===== src/rtl/dfam_defines.vh =====
// Constants for the flat request address mapper: widths, order codes,
// register offsets and field positions.
// Assumes inclusion by bare name from the design files only.
`ifndef DFAM_DEFINES_VH
`define DFAM_DEFINES_VH

// Request address and decoded field widths (widest build)
`define DFAM_ADDR_W 32
`define DFAM_ROW_W 16
`define DFAM_COL_W 10
`define DFAM_BANK_W 3
`define DFAM_GRP_W 2
`define DFAM_LR_W 2
`define DFAM_RANK_W 1
`define DFAM_PACK_W 34

// Per-device geometry
`define DFAM_COL_BITS 10
`define DFAM_ROW_BITS_DDR3 16
`define DFAM_ROW_BITS_DDR4 15
`define DFAM_BANK_BITS_DDR3 3
`define DFAM_BANK_BITS_DDR4 2
`define DFAM_GRP_BITS_X16 1
`define DFAM_GRP_BITS_X8 2
`define DFAM_RANK_BITS 1

// Burst-order bits that the controller ignores
`define DFAM_BURST_BITS 3
`define DFAM_MIN_STEP 32'h8

// Address order codes
`define DFAM_ORD_BANK_LOW 3'h0
`define DFAM_ORD_BANK_FIRST 3'h1
`define DFAM_ORD_ROW_THEN_BANK 3'h2
`define DFAM_ORD_STACK_MID 3'h3
`define DFAM_ORD_STACK_HIGH 3'h4
`define DFAM_ORD_SWAP 3'h5

// Register byte offsets
`define DFAM_REG_PROBE 8'h00
`define DFAM_REG_ROWCOL 8'h04
`define DFAM_REG_BANK 8'h08
`define DFAM_REG_CONFIG 8'h0c
`define DFAM_PROBE_RST 32'h0

// Field positions in the read-only registers
`define DFAM_RC_COL_LSB 0
`define DFAM_RC_ROW_LSB 16
`define DFAM_BK_GRP_LSB 0
`define DFAM_BK_BANK_LSB 4
`define DFAM_BK_LR_LSB 8
`define DFAM_BK_RANK_LSB 12
`define DFAM_CF_ORD_LSB 0
`define DFAM_CF_DDR4_BIT 4
`define DFAM_CF_X16_BIT 5
`define DFAM_CF_MULTI_BIT 6
`define DFAM_CF_SH_LSB 8

`endif


===== src/rtl/dfam_mapper.v =====
// Flat request address to DRAM rank, logical rank, row, column, bank and
// bank group splitter, plus a Wishbone probe for software inspection.
// Assumes the request address comes from logic on clk_i; no synchroniser.
//
// Behaviour
// - Build-time order parameter selects how the flat address is split.
// - Three lowest address bits are burst order; useful step is hex 8.
// - DDR4 bank-first: column, row, bank, group, logical rank, rank upward.
// - DDR4 row-then-bank: column, bank, group, row, then logical rank, rank.
// - Rank zero if single rank; logical rank zero when stack height one.
// - Bank-low order: address bits 4:3 feed bank group (x16: group, then bank) or DDR3 bank.
// - Bank-low order: bit 5 upward gives bank and column; then row, logical rank, rank.
// - Stack mid: bank above group, logical rank, column, row, rank above.
// - Stack high: column low plus above bank, logical rank, row, rank.
// - Swap order exchanges one column bit with one bank bit.
// - DDR3 swap: upper bank bits from bit 3, bank bit 0 at 3 plus bank width.
// - DDR3 swap: column from 2:0, one swapped bit, upper field above.
// - DDR4 x16 swap: group at 3, bank bits above group and two higher.
// - DDR4 x16 swap: column from 2:0, bit 5 between the bank bits, field above bank.
`timescale 1ns/1ns
`include "dfam_defines.vh"

module dfam_mapper #(
	parameter MEM_DDR4 = 1,
	parameter DEV_X16 = 0,
	parameter [2:0] ADDR_ORDER = `DFAM_ORD_BANK_LOW,
	parameter RANKS = 1,
	parameter STACK_HEIGHT = 1
) (
	// Clock and reset
	input wire clk_i,
	input wire rst_i,
	// Request address from user logic
	input wire [`DFAM_ADDR_W-1:0] app_addr_i,
	// Decoded fields
	output wire [`DFAM_RANK_W-1:0] rank_o,
	output wire [`DFAM_LR_W-1:0] logical_rank_o,
	output wire [`DFAM_ROW_W-1:0] row_o,
	output wire [`DFAM_COL_W-1:0] col_o,
	output wire [`DFAM_BANK_W-1:0] bank_o,
	output wire [`DFAM_GRP_W-1:0] bank_group_o,
	// Wishbone slave
	input wire cyc_i,
	input wire stb_i,
	input wire we_i,
	input wire [7:0] adr_i,
	input wire [3:0] sel_i,
	input wire [31:0] dat_i,
	output wire [31:0] dat_o,
	output wire ack_o
);

////////////////////////////////////////////////////////////////////////////
// Geometry of this build

localparam CW = `DFAM_COL_BITS;
localparam RW = MEM_DDR4 ? `DFAM_ROW_BITS_DDR4 : `DFAM_ROW_BITS_DDR3;
localparam BW = MEM_DDR4 ? `DFAM_BANK_BITS_DDR4 : `DFAM_BANK_BITS_DDR3;
localparam GW = !MEM_DDR4 ? 0 :
	(DEV_X16 ? `DFAM_GRP_BITS_X16 : `DFAM_GRP_BITS_X8);
// Logical rank width collapses to nothing in a planar build
localparam LW = (STACK_HEIGHT == 1) ? 0 :
	(STACK_HEIGHT == 2) ? 1 : 2;
localparam KW = (RANKS == 1) ? 0 : `DFAM_RANK_BITS;
localparam LB = `DFAM_BURST_BITS;

////////////////////////////////////////////////////////////////////////////
// Field extraction helper

// Width zero yields zero, which covers absent group or logical rank
function [31:0] fld;
	input [31:0] a;
	input integer lsb;
	input integer w;
	begin
		fld = (a >> lsb) & ((32'h1 << w) - 32'h1);
	end
endfunction

////////////////////////////////////////////////////////////////////////////
// Address split, one branch per build-time order

function [`DFAM_PACK_W-1:0] decode;
	input [31:0] a;
	reg [31:0] rk;
	reg [31:0] lr;
	reg [31:0] row;
	reg [31:0] col;
	reg [31:0] bank;
	reg [31:0] grp;
	reg [31:0] low;
	begin
		rk = 32'h0;
		lr = 32'h0;
		row = 32'h0;
		col = 32'h0;
		bank = 32'h0;
		grp = 32'h0;
		// Burst-order bits pass through untouched to the column
		low = fld(a, 0, LB);
		case (ADDR_ORDER)
		`DFAM_ORD_BANK_FIRST: begin
			col = fld(a, 0, CW);
			row = fld(a, CW, RW);
			bank = fld(a, CW + RW, BW);
			grp = fld(a, CW + RW + BW, GW);
			lr = fld(a, CW + RW + BW + GW, LW);
			rk = fld(a, CW + RW + BW + GW + LW, KW);
		end
		`DFAM_ORD_ROW_THEN_BANK: begin
			col = fld(a, 0, CW);
			bank = fld(a, CW, BW);
			grp = fld(a, CW + BW, GW);
			row = fld(a, CW + BW + GW, RW);
			lr = fld(a, CW + RW + BW + GW, LW);
			rk = fld(a, CW + RW + BW + GW + LW, KW);
		end
		`DFAM_ORD_STACK_MID: begin
			grp = fld(a, LB, GW);
			bank = fld(a, LB + GW, BW);
			lr = fld(a, LB + BW + GW, LW);
			col = (fld(a, LB + LW + BW + GW, CW - LB) << LB) | low;
			row = fld(a, CW + LW + BW + GW, RW);
			rk = fld(a, RW + CW + LW + BW + GW, KW);
		end
		`DFAM_ORD_STACK_HIGH: begin
			grp = fld(a, LB, GW);
			bank = fld(a, LB + GW, BW);
			col = (fld(a, LB + BW + GW, CW - LB) << LB) | low;
			lr = fld(a, CW + BW + GW, LW);
			row = fld(a, LW + CW + BW + GW, RW);
			rk = fld(a, RW + LW + CW + BW + GW, KW);
		end
		`DFAM_ORD_SWAP: begin
			row = fld(a, GW + BW + CW, RW);
			rk = fld(a, CW + RW + BW + GW, KW);
			if (!MEM_DDR4) begin
				// Upper bank bits at 3 upward, bank bit 0 moved up one
				bank = (fld(a, LB, BW - 1) << 1) |
					fld(a, LB + BW, 1);
				col = (fld(a, LB + BW + 1, CW - 4) << 4) |
					(fld(a, LB + BW - 1, 1) << LB) | low;
			end else if (DEV_X16) begin
				grp = fld(a, LB, GW);
				bank = (fld(a, LB + GW + 2, BW - 1) << (BW - 1)) |
					fld(a, LB + GW, BW - 1);
				col = (fld(a, LB + GW + BW + 1, CW - 4) << 4) |
					(fld(a, LB + GW + 1, 1) << LB) | low;
			end else begin
				// x4 and x8 parts swap the bit just above the group
				grp = fld(a, LB, GW);
				bank = fld(a, LB + GW + 1, BW);
				col = (fld(a, LB + GW + BW + 1, CW - 4) << 4) |
					(fld(a, LB + GW, 1) << LB) | low;
			end
		end
		default: begin
			// Bank-low order, the recommended one for linear streams
			row = fld(a, GW + BW + CW, RW);
			lr = fld(a, GW + BW + CW + RW, LW);
			rk = fld(a, GW + BW + CW + RW + LW, KW);
			col = (fld(a, LB + GW + BW, CW - LB) << LB) | low;
			if (MEM_DDR4) begin
				grp = fld(a, LB, GW);
				bank = fld(a, LB + GW, BW);
			end else begin
				// Bits 4:3 on the high bank bits, bit 5 on bank bit 0
				bank = (fld(a, LB, BW - 1) << 1) |
					fld(a, LB - 1 + BW, 1);
			end
		end
		endcase
		if (RANKS == 1) begin
			rk = 32'h0;
		end
		if (STACK_HEIGHT == 1) begin
			lr = 32'h0;
		end
		decode = {rk[`DFAM_RANK_W-1:0], lr[`DFAM_LR_W-1:0],
			row[`DFAM_ROW_W-1:0], col[`DFAM_COL_W-1:0],
			bank[`DFAM_BANK_W-1:0], grp[`DFAM_GRP_W-1:0]};
	end
endfunction

////////////////////////////////////////////////////////////////////////////
// Live request decode

// No pipeline stage: the scheduler sees the fields with the request
wire [`DFAM_PACK_W-1:0] req_dec;

assign req_dec = decode(app_addr_i);
assign {rank_o, logical_rank_o, row_o, col_o, bank_o, bank_group_o} =
	req_dec;

////////////////////////////////////////////////////////////////////////////
// Software probe: write an address, read back its split

reg [31:0] probe_r;
reg [31:0] dat_r;
reg ack_r;
wire [`DFAM_PACK_W-1:0] probe_dec;
wire [`DFAM_RANK_W-1:0] p_rank;
wire [`DFAM_LR_W-1:0] p_lr;
wire [`DFAM_ROW_W-1:0] p_row;
wire [`DFAM_COL_W-1:0] p_col;
wire [`DFAM_BANK_W-1:0] p_bank;
wire [`DFAM_GRP_W-1:0] p_grp;
wire bus_req;
wire [31:0] byte_mask;
reg [31:0] rd_nxt;
reg [31:0] cfg_word;

assign probe_dec = decode(probe_r);
assign {p_rank, p_lr, p_row, p_col, p_bank, p_grp} = probe_dec;
// Ack is high for exactly one cycle per request
assign bus_req = cyc_i & stb_i & ~ack_r;
assign byte_mask = {{8{sel_i[3]}}, {8{sel_i[2]}},
	{8{sel_i[1]}}, {8{sel_i[0]}}};

always @* begin
	cfg_word = 32'h0;
	cfg_word[`DFAM_CF_ORD_LSB +: 3] = ADDR_ORDER;
	cfg_word[`DFAM_CF_DDR4_BIT] = (MEM_DDR4 != 0);
	cfg_word[`DFAM_CF_X16_BIT] = (DEV_X16 != 0);
	cfg_word[`DFAM_CF_MULTI_BIT] = (RANKS != 1);
	cfg_word[`DFAM_CF_SH_LSB +: 2] = LW[1:0];
end

always @* begin
	rd_nxt = 32'h0;
	case (adr_i)
	`DFAM_REG_PROBE: begin
		rd_nxt = probe_r;
	end
	`DFAM_REG_ROWCOL: begin
		rd_nxt[`DFAM_RC_COL_LSB +: `DFAM_COL_W] = p_col;
		rd_nxt[`DFAM_RC_ROW_LSB +: `DFAM_ROW_W] = p_row;
	end
	`DFAM_REG_BANK: begin
		rd_nxt[`DFAM_BK_GRP_LSB +: `DFAM_GRP_W] = p_grp;
		rd_nxt[`DFAM_BK_BANK_LSB +: `DFAM_BANK_W] = p_bank;
		rd_nxt[`DFAM_BK_LR_LSB +: `DFAM_LR_W] = p_lr;
		rd_nxt[`DFAM_BK_RANK_LSB +: `DFAM_RANK_W] = p_rank;
	end
	`DFAM_REG_CONFIG: begin
		rd_nxt = cfg_word;
	end
	default: begin
		// Unmapped offsets read as zero and still acknowledge
		rd_nxt = 32'h0;
	end
	endcase
end

always @(posedge clk_i) begin
	if (rst_i) begin
		ack_r <= 1'b0;
		dat_r <= 32'h0;
		probe_r <= `DFAM_PROBE_RST;
	end else begin
		ack_r <= bus_req;
		if (bus_req && !we_i) begin
			dat_r <= rd_nxt;
		end
		// Only the probe word is writable; writes elsewhere are dropped
		if (bus_req && we_i && adr_i == `DFAM_REG_PROBE) begin
			probe_r <= (probe_r & ~byte_mask) | (dat_i & byte_mask);
		end
	end
end

assign dat_o = dat_r;
assign ack_o = ack_r;

endmodule


===== config.mk =====
export PLATFORM = sky130hd
export DESIGN_NAME = dfam_mapper
export DESIGN_NICKNAME = d
export VERILOG_FILES = /design/src/rtl/dfam_mapper.v
export VERILOG_INCLUDE_DIRS = /design/src /design/src/rtl
export SDC_FILE = /design/constraint.sdc
export NUM_CORES = 1
export LEC_CHECK = 0
export BUFFER_PORTS_ARGS = -buffer_cell sky130_fd_sc_hd__buf_2
export CAP_MARGIN = 20
export CORE_ASPECT_RATIO = 0.9
export CORE_MARGIN = 2
export CORE_UTILIZATION = 50
export CTS_BUF_LIST = sky130_fd_sc_hd__clkbuf_8
export DETAILED_ROUTE_END_ITERATION = 7
export PLACE_DENSITY_LB_ADDON = 0.05
export SLEW_MARGIN = 20
export SYNTH_ARGS = -nofsm -noshare
export SYNTH_HDL_FRONTEND = slang
export SYNTH_SLANG_ARGS = --single-unit
export TNS_END_PERCENT = 10

===== constraint.sdc =====
create_clock -name clk_i -period 4.3 [get_ports clk_i]
set_input_delay 0.43 -clock clk_i [delete_from_list [all_inputs] [get_ports clk_i]]
set_output_delay 0.43 -clock clk_i [all_outputs]
set_load 0.02 [all_outputs]

* After elaboration in Yosys (flattened, before gate mapping)
Index checks and enable logic that the tools add are counted.
Storage, ports and cells: register bits 65, output and inout bits 67, logic and storage cells 29
Operators by class: eq/ne operators 3, multiplexer cells 9, bitwise logic cells 9, reduce and logical (&&, ||, !) cells 5
Operators with widths (count):
- 32-bit AND | 2
- 32-bit NOT | 1
- 32-bit OR | 1
- 16-bit case mux with 2 select lines | 1
- 10-bit by 3-bit OR with 10-bit output | 2
- 8-bit by 4-bit == test with 1-bit output, second input constant | 2
- 3-bit case mux with 4 select lines | 1
- 8-bit by 3-bit == test with 1-bit output, second input constant | 1
- 8-bit zero test | 1
- 2-bit case mux with 2 select lines | 2
- 2-bit case mux with 3 select lines | 1
- 1-bit logical AND | 3
- 3-bit 2-to-1 mux | 1
- 1-bit AND | 2
- 2-bit 2-to-1 mux | 1
- 1-bit case mux with 2 select lines | 1
- 1-bit zero test | 1
- 1-bit 2-to-1 mux | 1
- 1-bit NOT | 1

* Longest topological paths before layout
depth after elaboration 4, mapped depth 6, gate-level depth less buffers 3

* Least setup slack after synthesis
No wires, ideal clock.
kind input-to-reg, start input adr_i[3], end register with a tool-made name, arrival time 1952 ps, required time 4228 ps, slack 2277 ps, stages on the path 5, cells stage by stage buf_6 or4_4 buf_6 nor4_4 mux2i_1
RTL lines:
- start, declared | RTL line dfam_mapper.v:46 | input wire [7:0] adr_i,

* Worst setup path in the final report
start input adr_i[1], end register dat_r[28] (netlist: dat_o[28])
Between the ends: cells in the longest elaborated chain, start to end 2, elaborated cells between the ends (all ways) 3, classes of those cells 1 x eq/ne; 1 x mux; 1 x reduce/logical
Ends and longest elaborated chain:
- 8-bit by 3-bit == test with 1-bit output or 8-bit zero test (tied branches) | RTL line dfam_mapper.v:231 | case (adr_i)
- 16-bit case mux with 2 select lines (*) | RTL line dfam_mapper.v:231
- end signal, assigned | RTL line dfam_mapper.v:263 | dat_r <= rd_nxt;
- end, declared | RTL line dfam_mapper.v:199 | reg [31:0] dat_r;
Every way passes the cells marked *; elsewhere a longest branch is shown, timed or not. A chain may end at the register's enable or synchronous reset.

==> results.md <==
* Fillers at 623
* Dominant synthesized flop cell: dfxtp_1
* Worst path cell trace: buf_2 -> or4_1 -> nor4_4 -> a221o_1
* Endpoint class of the critical path: register
* Minimum clock period at 2.28 ns
* Post-CTS sizing at 0
* Flop2flop setup slack at 2.29 ns
* Area delta synth->final at 12.0%
* H-tree depth at 3
* Initial antenna violation count at 0
* Sequential standard cell area at 1300 sq um
* Die Area at 7380 sq um
* Slew @ Worst Pin at 1.09 ns
* Hold-fix buffers, CTS at 0
* RSZ-0062 raised after global routing: false
* WP buf/inv at 1
* DP Worst Slack at 1.65 ns
* Clock sink total at 65
* Setup crit start kind: input port
* YS warnings at 0
* Root Buffer: clkbuf_8
* Worst R2R Start: ack_o$_SDFF_PP0_
* WL per Instance at 14.6 um
* Gr usage total at 18.9%
* Max Root-Sink Buffers at 2
* Clk_lat worst skew at 0.34 ns
* Critical Path Start: adr_i[1]
* Largest net degree at the start of global routing at 64
* Design area at 3760 sq um
* Reg2Reg Depth at 4
* Initial Util at 51.2%
* Die W at 90.4 um
* First-pass GRT wire length at 11.0 mm
* PnR worst setup slack at 2.02 ns
* Remaining global-route overflow at 0
* Initial DRC count at 57
* Area post-placement at 3540 sq um
* RD Place Congestion at 0.725
* Largest cells by area after synthesis: dfxtp_1 39%, mux2i_1 10%, buf_4 8.1%
* Highest clock rate at 438 MHz
* Post CTS Setup Buffer Count at 0
* Clk pin slew, worst setup/hold paths at 0.07 ns
* Vias in the first global route at 2243
* Final WL at 6.82 mm
* Max_slew headroom at 26.4%
* Final HPWL DP at 4.65 mm
* Max-cap violations at 0
* Final Instance Count excl. Fillers at 468
* Core Util, Final at 57.4%
* Status: finished clean
* Critical path's top delay family: simple AND/OR/NAND/NOR gates
* Critical Path AT at 2.57 ns
* Diode count at 0
* # IOs at 148
* Area leader, netlist: dfxtp_1
* Pwr Density at 328 nW/um^2
* Leak pwr at 0.00150 uW
* Core area at 6550 sq um
* Worst endpoint required time at 4.58 ns
* Endpoints failing hold at 0
* Layout cells sized above 1 at 34.7%
* Slowest stage cell, crit path: nor4_4
* CP Max Fanout at 17
* Netlist cell types at 39
* ANT nets after route at 0
* Share of the synthesized area in the top cell type at 38.8%
* Clock Skews at 0.00803 ns
* Setup violations, final at 0
* Register area share after synthesis at 38.8%
* Row cnt at 28
* Post-placement cell count at 452
* Setup CP Type: in2reg
* Setup_tns at 0 ns
* Min-delay src: dat_i[1]
* CP peak stage delay at 0.91 ns
* Maximum VDD drop at 138 uV
* Synth Register Bits at 65
* FFs w/ async S/R, synth at 0%
* Post-route clock period utilization at 53.1%
* Total number of vias at 2440
* Synth Cell Area at 3360 sq um
* Number of remaining DRC errors at 0
* Total CTS buffers at 9
* Mapped Avg Cell Area at 10.2 sq um
* Synth cell count leaders: 65 x dfxtp_1, 42 x nand2b_1, 36 x buf_4
* Cell with the most instances after synthesis: dfxtp_1
* CTS tree: built
* Final Max Slew Viols at 0
* Die Ht at 81.7 um
* Worst flop-to-flop path endpoint: dat_o[28]$_SDFFE_PP0P_
* Port Buffer Count at 81
* Worst Hold Depth at 3
* Number of flops mapped to enable cells by yosys at 0
* Via-to-Cell Ratio at 5.21
* Nets at 454
* Worst Hold Class: in2reg
* Multi-input logic area at 1680 sq um
* DR pass1 iterations at 4
* Synthesized netlist cell count at 330
-- worst max-delay path by stage --
| stage | to | slack [ns] | depth (start not counted) |
|---|---|---|---|
| floorplan | register | 2.28 | 5 |
| global placement | dat_o[23]$_SDFFE_PP0P_ | 1.65 | 4 |
| detailed placement | dat_o[25]$_SDFFE_PP0P_ | 1.65 | 4 |
| CTS | dat_o[25]$_SDFFE_PP0P_ | 2.02 | 4 |
| finish | dat_o[28]$_SDFFE_PP0P_ | 2.02 | 4 |
| global route | dat_o[27]$_SDFFE_PP0P_ | 1.88 | 4 |
-- stage by stage --
stage	power, uW	hold WS, ns
2_1_floorplan	712	0.445
3_5_place_dp	699	0.442
6_report	1230	0.341
5_1_grt	1280	0.335
4_1_cts	1250	0.323
3_3_place_gp	699	0.435
-- routing by layer --
layer  track usage [%]  share of wire [%]  vias up
met5                 0                  0        -
met1              25.7                 50     1116
met4              8.46                2.3        0
met3              6.06                6.3       20
li1                  -                  -     1218
met2              27.7                 42       86
-- layout by cell type (no fill, tap or decap), types with 2 or more instances in the layout --
cell type   synthesis  layout
a21oi_1            10      10
or2b_1             10      10
clkinvlp_4          0       2
nand2_1            12      12
nor3b_1            19      19
nand4_1             9       9
a211o_1             2       2
nand3b_1            3       3
conb_1              1       5
o41ai_1             3       3
nor3_1              2       2
or2b_2             15      15
mux2i_1            34      34
nor4_4              6       6
dfxtp_1            65      65
a221o_1            17      17
nor4_1              4       3
buf_4              36       4
nand2b_1           42      42
buf_2               1      81
clkbuf_8            0      12
inv_1               4       4
-- cell families after synthesis --
group	count (synthesis)	share of synthesized area, %
flip-flops	65	38.8
AND/OR/NAND/NOR	133	29.7
buffers and inverters	61	12.3
other	1	0.112
AO/OA/AOI/OAI	35	8.69
multiplexers	35	10.5
-- worst reg2reg max path: stages, from the launching register on --
cell and delay (ns):
dfxtp_1 0.36, nand4bb_1 0.21, buf_4 0.24, nor4_4 0.87, a221o_1 0.28
-- power breakdown --
group	switching (uW)	internal (uW)
clock network	234	314
registers	0.650	602
logic	47.4	35.2
-- final cells by class --
| cell class | instances | area share (%) |
|---|---|---|
| Multi-Input combinational cell | 208 | 44.7 |
| Sequential cell | 65 | 34.6 |
| Timing Repair Buffer | 85 | 11.6 |
| Clock buffer | 12 | 4.39 |
| Tap cell | 90 | 3.00 |
| Clock inverter | 4 | 1.33 |
| Inverter | 4 | 0.399 |
Power figures use the tool's default switching activity.
